$ cat src/vpat_pkg.sv
// Constants and types for the VC0 port arbitration table
package vpat_pkg;

    localparam int unsigned ADDR_W     = 12;
    localparam int unsigned DATA_W     = 32;
    localparam int unsigned SLOT_W     = 4;
    localparam int unsigned PHASES     = 24;
    localparam int unsigned PHASE_W    = 5;
    localparam int unsigned PORTS      = 16;
    localparam int unsigned PERIOD_W   = 8;

    typedef logic [ADDR_W-1:0]  vpat_addr_t;
    typedef logic [DATA_W-1:0]  vpat_word_t;
    typedef logic [SLOT_W-1:0]  vpat_slot_t;
    typedef logic [PHASE_W-1:0] vpat_phase_t;

    // Register byte addresses
    localparam vpat_addr_t OFF_TBL0   = 12'h230;
    localparam vpat_addr_t OFF_TBL1   = 12'h234;
    localparam vpat_addr_t OFF_TBL2   = 12'h238;
    localparam vpat_addr_t OFF_CTRL   = 12'h300;
    localparam vpat_addr_t OFF_STAT   = 12'h304;
    localparam vpat_addr_t OFF_VALID  = 12'h308;
    localparam vpat_addr_t OFF_PERIOD = 12'h30C;

    // Reset values
    localparam vpat_word_t RST_TBL0   = 32'h3322_1100;
    localparam vpat_word_t RST_TBL1   = 32'h7766_5544;
    localparam vpat_word_t RST_TBL2   = 32'hBBAA_9988;
    localparam logic [PORTS-1:0]    RST_VALID  = 16'hFFFF;
    localparam logic [PERIOD_W-1:0] RST_PERIOD = 8'h01;
    localparam vpat_word_t RD_ZERO    = 32'h0000_0000;

    // Control / status bit positions
    localparam int unsigned CTRL_LOAD_BIT = 0;
    localparam int unsigned CTRL_EN_BIT   = 1;
    localparam int unsigned STAT_COH_BIT  = 0;
    localparam int unsigned STAT_LOAD_BIT = 1;
    localparam int unsigned STAT_PH_LSB   = 8;

    localparam vpat_phase_t PHASE_LAST = 5'h17;
    localparam vpat_phase_t PHASE_ZERO = 5'h00;

    typedef enum logic [1:0]
    {
        ARB_IDLE = 2'b00,
        ARB_RUN  = 2'b01,
        ARB_LOAD = 2'b11
    } vpat_state_e;

    typedef struct packed
    {
        logic       wr;
        logic       rd;
        vpat_addr_t addr;
        vpat_word_t wdata;
    } vpat_req_s;

endpackage : vpat_pkg

$ cat src/vpat_arb_table.sv
// Port arbitration table and phase walker for VC resource 0
//
// Decided for this implementation: the address-and-strobe port.
`timescale 1ns/1ps

module vpat_arb_table
(
    // Clock and reset
    input  wire logic                        mclk_in,
    input  wire logic                        rst_in,
    // Register port
    input  wire logic [vpat_pkg::ADDR_W-1:0] addr_in,
    input  wire logic [vpat_pkg::DATA_W-1:0] wdata_in,
    input  wire logic                        wr_in,
    input  wire logic                        rd_in,
    output logic      [vpat_pkg::DATA_W-1:0] rdata_out,
    // Arbitration result
    output logic      [vpat_pkg::SLOT_W-1:0] grant_port_out,
    output logic                             grant_valid_out,
    output logic      [vpat_pkg::PHASE_W-1:0] phase_out,
    output logic                             table_coherence_flag_out
);

    ////////////////////////////////////////////////////////////////////////
    function automatic logic [vpat_pkg::SLOT_W-1:0] slot_of
    (
        input logic [vpat_pkg::DATA_W*3-1:0]  tbl,
        input logic [vpat_pkg::PHASE_W-1:0]   ph
    );
        slot_of = tbl[ph*vpat_pkg::SLOT_W +: vpat_pkg::SLOT_W];
    endfunction : slot_of

    function automatic logic [vpat_pkg::PHASE_W-1:0] next_phase
    (
        input logic [vpat_pkg::PHASE_W-1:0] ph
    );
        if (ph == vpat_pkg::PHASE_LAST)
            next_phase = vpat_pkg::PHASE_ZERO;
        else
            next_phase = ph + 5'h01;
    endfunction : next_phase

    ////////////////////////////////////////////////////////////////////////
    vpat_pkg::vpat_req_s req;
    assign req = '{wr: wr_in, rd: rd_in, addr: addr_in, wdata: wdata_in};

    // Shadow table is what software writes; active table is what arbitrates
    logic [vpat_pkg::DATA_W*3-1:0]   shadow_r;
    logic [vpat_pkg::DATA_W*3-1:0]   shadow_nxt;
    logic [vpat_pkg::DATA_W*3-1:0]   active_r;
    logic [vpat_pkg::DATA_W*3-1:0]   active_nxt;
    logic [vpat_pkg::PORTS-1:0]      valid_r;
    logic [vpat_pkg::PORTS-1:0]      valid_nxt;
    logic [vpat_pkg::PERIOD_W-1:0]   period_r;
    logic [vpat_pkg::PERIOD_W-1:0]   period_nxt;
    logic                            en_r;
    logic                            en_nxt;
    logic                            coh_r;
    logic                            coh_nxt;
    logic [vpat_pkg::DATA_W-1:0]     rdata_r;
    logic [vpat_pkg::DATA_W-1:0]     rdata_nxt;
    vpat_pkg::vpat_state_e           state_r;
    vpat_pkg::vpat_state_e           state_nxt;
    logic [vpat_pkg::PHASE_W-1:0]    phase_r;
    logic [vpat_pkg::PHASE_W-1:0]    phase_nxt;

    ////////////////////////////////////////////////////////////////////////
    // Register file
    logic load_req;
    logic load_done;

    always_comb
    begin
        shadow_nxt = shadow_r;
        valid_nxt  = valid_r;
        period_nxt = period_r;
        en_nxt     = en_r;
        coh_nxt    = coh_r;
        rdata_nxt  = vpat_pkg::RD_ZERO;
        load_req   = 1'b0;
        if (load_done)
            coh_nxt = 1'b0;
        if (req.wr)
        begin
            unique case (req.addr)
                vpat_pkg::OFF_TBL0:
                begin
                    shadow_nxt[31:0] = req.wdata;
                    coh_nxt          = 1'b1;
                end
                vpat_pkg::OFF_TBL1:
                begin
                    shadow_nxt[63:32] = req.wdata;
                    coh_nxt           = 1'b1;
                end
                vpat_pkg::OFF_TBL2:
                begin
                    shadow_nxt[95:64] = req.wdata;
                    coh_nxt           = 1'b1;
                end
                vpat_pkg::OFF_CTRL:
                begin
                    load_req = req.wdata[vpat_pkg::CTRL_LOAD_BIT];
                    en_nxt   = req.wdata[vpat_pkg::CTRL_EN_BIT];
                end
                vpat_pkg::OFF_VALID:
                    valid_nxt = req.wdata[vpat_pkg::PORTS-1:0];
                vpat_pkg::OFF_PERIOD:
                    period_nxt = req.wdata[vpat_pkg::PERIOD_W-1:0];
                default:
                    ;
            endcase
        end
        if (req.rd)
        begin
            unique case (req.addr)
                vpat_pkg::OFF_TBL0:   rdata_nxt = shadow_r[31:0];
                vpat_pkg::OFF_TBL1:   rdata_nxt = shadow_r[63:32];
                vpat_pkg::OFF_TBL2:   rdata_nxt = shadow_r[95:64];
                vpat_pkg::OFF_CTRL:   rdata_nxt[vpat_pkg::CTRL_EN_BIT] = en_r;
                vpat_pkg::OFF_VALID:  rdata_nxt[vpat_pkg::PORTS-1:0] = valid_r;
                vpat_pkg::OFF_PERIOD: rdata_nxt[vpat_pkg::PERIOD_W-1:0] = period_r;
                vpat_pkg::OFF_STAT:
                begin
                    rdata_nxt[vpat_pkg::STAT_COH_BIT]  = coh_r;
                    rdata_nxt[vpat_pkg::STAT_LOAD_BIT] = (state_r == vpat_pkg::ARB_LOAD);
                    rdata_nxt[vpat_pkg::STAT_PH_LSB +: vpat_pkg::PHASE_W] = phase_r;
                end
                default:
                    rdata_nxt = vpat_pkg::RD_ZERO;
            endcase
        end
    end

    always_ff @(posedge mclk_in)
    begin
        if (rst_in)
        begin
            shadow_r <= {vpat_pkg::RST_TBL2, vpat_pkg::RST_TBL1, vpat_pkg::RST_TBL0};
            valid_r  <= vpat_pkg::RST_VALID;
            period_r <= vpat_pkg::RST_PERIOD;
            en_r     <= 1'b0;
            coh_r    <= 1'b0;
            rdata_r  <= vpat_pkg::RD_ZERO;
        end
        else
        begin
            shadow_r <= shadow_nxt;
            valid_r  <= valid_nxt;
            period_r <= period_nxt;
            en_r     <= en_nxt;
            coh_r    <= coh_nxt;
            rdata_r  <= rdata_nxt;
        end
    end

    ////////////////////////////////////////////////////////////////////////
    // Phase walker
    logic [vpat_pkg::PERIOD_W-1:0]  cnt_r;
    logic [vpat_pkg::PERIOD_W-1:0]  cnt_nxt;
    logic [vpat_pkg::SLOT_W-1:0]    gport_r;
    logic [vpat_pkg::SLOT_W-1:0]    gport_nxt;
    logic                           gval_r;
    logic                           gval_nxt;
    logic [vpat_pkg::SLOT_W-1:0]    cur_slot;

    assign cur_slot  = slot_of(active_r, phase_r);
    assign load_done = (state_r == vpat_pkg::ARB_LOAD);

    always_comb
    begin
        state_nxt  = state_r;
        phase_nxt  = phase_r;
        cnt_nxt    = cnt_r;
        active_nxt = active_r;
        gport_nxt  = gport_r;
        gval_nxt   = 1'b0;
        unique case (state_r)
            vpat_pkg::ARB_IDLE:
            begin
                phase_nxt = vpat_pkg::PHASE_ZERO;
                cnt_nxt   = '0;
                if (load_req)
                    state_nxt = vpat_pkg::ARB_LOAD;
                else if (en_r)
                    state_nxt = vpat_pkg::ARB_RUN;
            end
            vpat_pkg::ARB_RUN:
            begin
                if (load_req)
                    state_nxt = vpat_pkg::ARB_LOAD;
                else if (!en_r)
                    state_nxt = vpat_pkg::ARB_IDLE;
                else if (!valid_r[cur_slot])
                begin
                    // Skipped slot spends only the step to the next phase
                    phase_nxt = next_phase(phase_r);
                    cnt_nxt   = '0;
                end
                else
                begin
                    gport_nxt = cur_slot;
                    gval_nxt  = 1'b1;
                    if (cnt_r + 8'h01 >= period_r)
                    begin
                        cnt_nxt   = '0;
                        phase_nxt = next_phase(phase_r);
                    end
                    else
                        cnt_nxt = cnt_r + 8'h01;
                end
            end
            vpat_pkg::ARB_LOAD:
            begin
                // Copy done in one cycle; walk restarts at phase 0
                active_nxt = shadow_r;
                phase_nxt  = vpat_pkg::PHASE_ZERO;
                cnt_nxt    = '0;
                state_nxt  = en_r ? vpat_pkg::ARB_RUN : vpat_pkg::ARB_IDLE;
            end
            default:
                state_nxt = vpat_pkg::ARB_IDLE;
        endcase
    end

    always_ff @(posedge mclk_in)
    begin
        if (rst_in)
        begin
            state_r  <= vpat_pkg::ARB_IDLE;
            phase_r  <= vpat_pkg::PHASE_ZERO;
            cnt_r    <= '0;
            active_r <= {vpat_pkg::RST_TBL2, vpat_pkg::RST_TBL1, vpat_pkg::RST_TBL0};
            gport_r  <= '0;
            gval_r   <= 1'b0;
        end
        else
        begin
            state_r  <= state_nxt;
            phase_r  <= phase_nxt;
            cnt_r    <= cnt_nxt;
            active_r <= active_nxt;
            gport_r  <= gport_nxt;
            gval_r   <= gval_nxt;
        end
    end

    assign rdata_out                = rdata_r;
    assign grant_port_out           = gport_r;
    assign grant_valid_out          = gval_r;
    assign phase_out                = phase_r;
    assign table_coherence_flag_out = coh_r;

endmodule : vpat_arb_table

$ cat config.mk
export PLATFORM = sky130hd
export DESIGN_NAME = vpat_arb_table
export DESIGN_NICKNAME = d
export VERILOG_FILES = /design/src/vpat_pkg.sv /design/src/vpat_arb_table.sv
export SDC_FILE = /design/constraint.sdc
export NUM_CORES = 1
export LEC_CHECK = 0
export ABC_AREA = 1
export BUFFER_PORTS_ARGS = -buffer_cell sky130_fd_sc_hd__clkbuf_2
export CAP_MARGIN = 20
export CORE_ASPECT_RATIO = 2
export CORE_MARGIN = 1.5
export CORE_UTILIZATION = 30
export DETAILED_ROUTE_END_ITERATION = 6
export PLACE_DENSITY_LB_ADDON = 0.05
export SLEW_MARGIN = 20
export SYNTH_ARGS = -nofsm -noshare
export SYNTH_HDL_FRONTEND = slang
export SYNTH_SLANG_ARGS = --single-unit
$ cat constraint.sdc
create_clock -name mclk_in -period 6.3 [get_ports mclk_in]
set_clock_uncertainty 0.2 [all_clocks]
set_input_delay 0.63 -clock mclk_in [delete_from_list [all_inputs] [get_ports mclk_in]]
set_output_delay 0.63 -clock mclk_in [all_outputs]
set_load 0.005 [all_outputs]
## Yosys cells after proc, flatten, opt, wreduce, memory -nomap -nowiden

Index checks and enable logic that the tools add are counted.
W data, S select, Z words.

| storage, ports and cells | value |
|---|---|
| register bits after elaboration | 270 |
| input bits | 48 |

| cells by class | value |
|---|---|
| add/sub/neg operators | 2 |
| magnitude comparators | 2 |
| eq/ne operators | 15 |
| shift-type cells | 1 |
| mux-type cells | 31 |
| bitwise operators | 4 |
| reduce and logical (&&, ||, !) cells | 16 |

Operators with widths:

| kind | count |
|---|---|
| $shiftx A96 B8 Y4 | 1 |
| $eq A12 B10 Y1 const B | 7 |
| $pmux W16 S3 | 1 |
| $mux W8 | 4 |
| $pmux W6 S5 | 1 |
| $mux W5 | 5 |
| $pmux W5 S5 | 1 |
| $pmux W8 S2 | 1 |
| $reduce_and A2 Y1 | 7 |
| $pmux W3 S4 | 1 |
| $pmux W5 S2 | 1 |
| $ne A3 B3 Y1 const B | 3 |
| $add A8 B1 Y8 const B | 1 |
| $ge A8 B8 Y1 | 1 |
| $mux W1 | 8 |
| $mux W2 | 4 |
| $reduce_and A4 Y1 | 2 |
| $pmux W1 S7 | 1 |
| $pmux W1 S6 | 1 |
| $pmux W2 S3 | 1 |
| $add A5 B1 Y5 const B | 1 |
| $eq A5 B5 Y1 const B | 1 |
| $lt A4 B5 Y1 const B | 1 |
| $bmux W1 S4 | 1 |
| other kinds (10) | 15 |

## Logic depth before layout (Yosys ltp)

| depth | value |
|---|---|
| depth after elaboration | 7 |
| depth in mapped cells | 19 |
| gate-level depth less buffers | 18 |

## Worst setup path after synthesis

Ideal clock, no wire load.

| timing path | value |
|---|---|
| path kind | reg2reg |
| start point | register cnt_r[0] (netlist bit) |
| end point | register cnt_r[6] (netlist bit) |
| setup time | 0.070 ns |
| arrival | 2.267 ns |
| data required time | 6.030 ns |
| slack | 3.763 ns |
| cell stages (with the launch flop) | 16 |
| period minus slack after synthesis | 2.537 ns |
| path through | dfxtp_1 > nand3_1 > nand3b_1 > nand3b_1 > xor2_1 > inv_1 > ha_1 > nand2_1 > nor2_1 > nand2_1 > o211ai_1 > a21oi_1 > nand3_1 > nor2_8 > nand2_1 > a21oi_1 |

| between the ends | value |
|---|---|
| cells in the longest elaborated chain, start to end | 7 |

RTL lines:

| element | RTL line | text |
|---|---|---|
| start: declaration | vpat_arb_table.sv:159 | `logic [vpat_pkg::PERIOD_W-1:0] cnt_r;` |
| start signal: assignment | vpat_arb_table.sv:241 | `cnt_r <= cnt_nxt;` |
| $add A8 B1 Y8 * | vpat_arb_table.sv:204, vpat_arb_table.sv:210 |  |
| $ge A8 B8 Y1 | vpat_arb_table.sv:204 | `if (cnt_r + 8'h01 >= period_r)` |
| $mux W8 * | vpat_arb_table.sv:204 |  |
| $mux W8 * | vpat_arb_table.sv:194 | `else if (!valid_r[cur_slot])` |
| $mux W8 * | vpat_arb_table.sv:192 | `else if (!en_r)` |
| $mux W8 * | vpat_arb_table.sv:190 | `if (load_req)` |
| $pmux W8 S2 * | vpat_arb_table.sv:178 | `unique case (state_r)` |

Mark *: on every way between the ends. The rest lies on a longest branch, timed or not. The select of a mux whose other input is x is not followed.
A chain may end at the register's enable or synchronous reset.

## Worst setup path after layout

| timing path | value |
|---|---|
| start point | register phase_r (netlist bit phase_out[0]) |
| end point | register phase_r (netlist bit phase_out[2]) |

| between the ends | value |
|---|---|
| cells in the longest elaborated chain, start to end | 7 |
| elaborated cells on any way between the ends | 13 |

RTL lines:

| element | RTL line | text |
|---|---|---|
| start: declaration | vpat_arb_table.sv:64 | `logic [vpat_pkg::PHASE_W-1:0] phase_r;` |
| start signal: assignment | vpat_arb_table.sv:231 | `phase_r <= vpat_pkg::PHASE_ZERO;` |
| start signal: assignment | vpat_arb_table.sv:240 | `phase_r <= phase_nxt;` |
| $shiftx A96 B8 Y4 (tied with other cells) | vpat_arb_table.sv:30 | `slot_of = tbl[ph*vpat_pkg::SLOT_W +: vpat_pkg::SLOT_W];` |
| $bmux W1 S4 / $mux W5 (equally long branches) | vpat_arb_table.sv:194, vpat_arb_table.sv:37 |  |
| $mux W1 (implied by the code) / $mux W5 (equally long branches) | vpat_arb_table.sv:194, vpat_arb_table.sv:204 |  |
| $mux W5 | vpat_arb_table.sv:194 |  |
| $mux W5 | vpat_arb_table.sv:192 |  |
| $mux W5 | vpat_arb_table.sv:190 |  |
| $pmux W5 S2 | vpat_arb_table.sv:178 |  |

Parallel ways exist; a longest one is shown, timed or not. The select of a mux whose other input is x is not followed.

==> flow_metrics.tcl <==
set metrics [dict create \
    status "completed" \
    drt-initial-drc-count 583 \
    antenna_left 0 \
    die_area_mm2 0.0399 \
    dpl.hpwl_mm 30.5 \
    startpoint_type "register" \
    tightest_slew_ps 910 \
    endpoint_kind "register" \
    postCtsSetupBuffers 0 \
    setup_viol 0 \
    grt_max_degree 81 \
    drive_gt1_frac 0.134 \
    cts_buffer_depth 3 \
    regArea_mm2 0.00541 \
    syn_inst 1495 \
    numPortBuffers 90 \
    rows 101 \
    dieWidth_um 142 \
    cts.sinks 270 \
    ff2ff_path_depth 18 \
    dp_slack_ps 2560 \
    ios 91 \
    chipHeight_um 281 \
    start_util 0.304 \
    yosys.area_share.adder 0.0151 \
    max_freq_mhz 292 \
    finalHoldViolCount 0 \
    antenna_found_initial 0 \
    antenna_cells 0 \
    overflow 0 \
    synth_area_leader_cell "dfxtp_1" \
    worst_ep_arrival_time_ps 3680 \
    synth-simple-area-share 0.180 \
    synth_area_mm2 0.0116 \
    drcViolationCount 0 \
    synthDistinctLibCells 46 \
    cap_violations 0 \
    nFillCells 4058 \
    setup_ws_ps 2870 \
    cts_buffers 27 \
    synth_compound_area_frac 0.234 \
    drv_slew 0 \
    path_clk_slew_ps 60 \
    dr.pass1.iters 5 \
    synth_fp_nets 1557 \
    core_mm2 0.0380 \
    cts_tree "yes" \
    holdBufCountCts 0 \
    vias 10300 \
    setup_tns_ps 0 \
    synthFlopType "dfxtp_1" \
    synth_top_family_by_area "compound AO/OA/AOI/OAI gates" \
    grt_pass1_wl_mm 65.3 \
    yosys_warnings 0 \
    routedWlPerCell_um 20.9 \
    wl_mm 43.4 \
    multiInputGateArea_mm2 0.00504 \
    cts.repair.resized 0 \
    total_leakage_power_nw 5.99 \
    period_needed_ps 3430 \
    synth_top_area_frac 0.467 \
    hp-class "input pin to register" \
    cp.required_ps 6550 \
    seq_area_frac_synth 0.467 \
    insertion_delay_ps 560 \
    async_flop_share 0 \
    slew_headroom 0.392 \
    synth_area_leaders "dfxtp_1, nand2_1, a21oi_1" \
    critical_path_class "register to register" \
    synth_seq_cells 270 \
    fin_nets 1606 \
    muxShareOfSynthArea 0 \
    synth_edf_count 0 \
    whs_path_depth 3 \
    syn2layout_area_growth_pct 15.9 \
    viasPerCell 4.94 \
    cts_root_buf "clkbuf_16" \
    critPathMaxFanout 29 \
    period_share 0.545 \
    peakVddDrop_v 0.000189 \
    rsz0062_at_grt "false" \
    place_congestion 0.813 \
    htree_num_levels 1 \
    p_per_area_mw_per_mm2 272 \
    synth-xor-area-share 0.00454 \
    grt_pass1_vias 10400 \
    synth.avg_cell_area_um2 7.74 \
    grt.total_usage 0.220 \
    ff2ff_setup_slack_ps 2870 \
]
## final timing paths
check / from / endpoint
hold reg to reg: active_r[91]$_SDFFE_PP1P_ / active_r[91]$_SDFFE_PP1P_
setup reg to reg: phase_out[0]$_SDFFE_PP0P_ / phase_out[2]$_SDFFE_PP0P_
hold / removal: wdata_in[22] / shadow_r[86]$_SDFFE_PP0P_
setup / recovery: phase_out[0]$_SDFFE_PP0P_ / phase_out[2]$_SDFFE_PP0P_
## cell type report
type / count / share of cell area
well taps: 515 / 0.0480
clock inverters: 15 / 0.0173
repair buffers: 115 / 0.0481
clock buffers: 35 / 0.0563
multi-input cells: 947 / 0.376
flip-flops and latches: 270 / 0.403
inverters: 183 / 0.0519
## critical path, stage by stage (launching register included)
cell	delay (ps)
dfxtp_2	740
buf_4	430
nand2_1	230
nand2_1	170
nand2_1	110
nand3_1	110
nand3_2	80
nand2_2	90
nand2_4	100
nand2_4	140
nand2_1	60
nand3_1	70
nand3_1	90
nand3_2	130
nand4_2	160
nand2_2	190
nand2_1	70
nand2_1	80
nor2_1	40
## cells by family (layout without fill, tap and decap cells)
kind of cell	count (synthesis)	in the layout
AO/OA/AOI/OAI	456	456
XOR/XNOR	6	6
adder cells (fa/ha/maj)	14	14
buffers and inverters	278	348
flip-flops	270	270
AND/OR/NAND/NOR	471	471
## state kept, by name, indices dropped and copies added, names as in the netlist
signal	cells
rdata_out	32
grant_port_out	4
period_r	8
en_r	1
shadow_r	96
active_r	96
state_r	2
cnt_r	8
valid_r	16
grant_valid_out	1
table_coherence_flag_out	1
phase_out	5
## cells in the final DEF (no fill, tap or decap), types with 3 or more instances in the layout
master,synthesis,final
dfxtp_1,270,269
nand2_1,249,249
inv_1,170,169
a21oi_1,148,148
o21ai_0,140,139
nor2_1,99,98
nand3_1,89,89
clkbuf_2,0,89
o211ai_1,64,64
a211oi_1,34,34
clkbuf_16,0,27
buf_4,4,24
a22oi_1,17,17
a221oi_1,14,14
ha_1,14,13
inv_2,11,11
o221ai_1,11,11
o21ai_1,10,11
o22ai_1,9,9
clkinv_2,0,7
nor2_2,5,6
bufinv_16,0,6
xor2_1,5,5
nand2_2,5,5
nand3_2,5,5
clkbuf_8,0,5
nand3b_1,3,3
nor3_1,3,3
inv_6,1,3
nand2_4,3,3
clkbuf_1,67,3
## through the flow
stage	power [mW]	utilization	cells	hold WS, ps	cell area (um2)
after floorplan	1.80	-	1495	224	11600
after CTS	3.70	0.352	2079	120	13400
after global placement	1.86	0.326	2029	235	12400
after detailed placement	1.86	0.326	2029	237	12400
final	3.65	0.353	2080	142	13400
after global routing	3.76	0.353	2080	141	13400
## cell usage after synthesis (2+ instances only)
| library cell | n |
|---|---|
| nor3_1 | 3 |
| nor2_4 | 2 |
| a22oi_1 | 17 |
| a221oi_1 | 14 |
| xor2_1 | 5 |
| nand3b_1 | 3 |
| buf_1 | 4 |
| o21ai_1 | 10 |
| nor2_1 | 99 |
| nand3_2 | 5 |
| inv_2 | 11 |
| nand2_1 | 249 |
| nor2_8 | 2 |
| o221ai_1 | 11 |
| nand3_1 | 89 |
| nand2_2 | 5 |
| nand2_4 | 3 |
| nor2_2 | 5 |
| o21ai_0 | 140 |
| buf_2 | 11 |
| ha_1 | 14 |
| a211oi_1 | 34 |
| buf_6 | 9 |
| inv_1 | 170 |
| o211ai_2 | 2 |
| o22ai_1 | 9 |
| clkbuf_1 | 67 |
| buf_4 | 4 |
| dfxtp_1 | 270 |
| o21a_1 | 2 |
| a21oi_1 | 148 |
| o211ai_1 | 64 |
## per-layer routing
layer  global-route usage  vias up  wire length [um]
li1                     -     5124                 -
met1                0.235     4842             16400
met2                0.426      238             23700
met3               0.0189       81              1290
met4                0.104        0              2120
met5                    0        -                 0
## report_power, final
| group | switching (mW) | internal (mW) | total [mW] |
|---|---|---|---|
| clock network | 0.738 | 1.09 | 1.83 |
| registers | 0.00221 | 1.71 | 1.71 |
| logic | 0.0791 | 0.0270 | 0.106 |
| total | 0.819 | 2.83 | 3.65 |
Note: power is estimated with default switching activity, not from simulation.
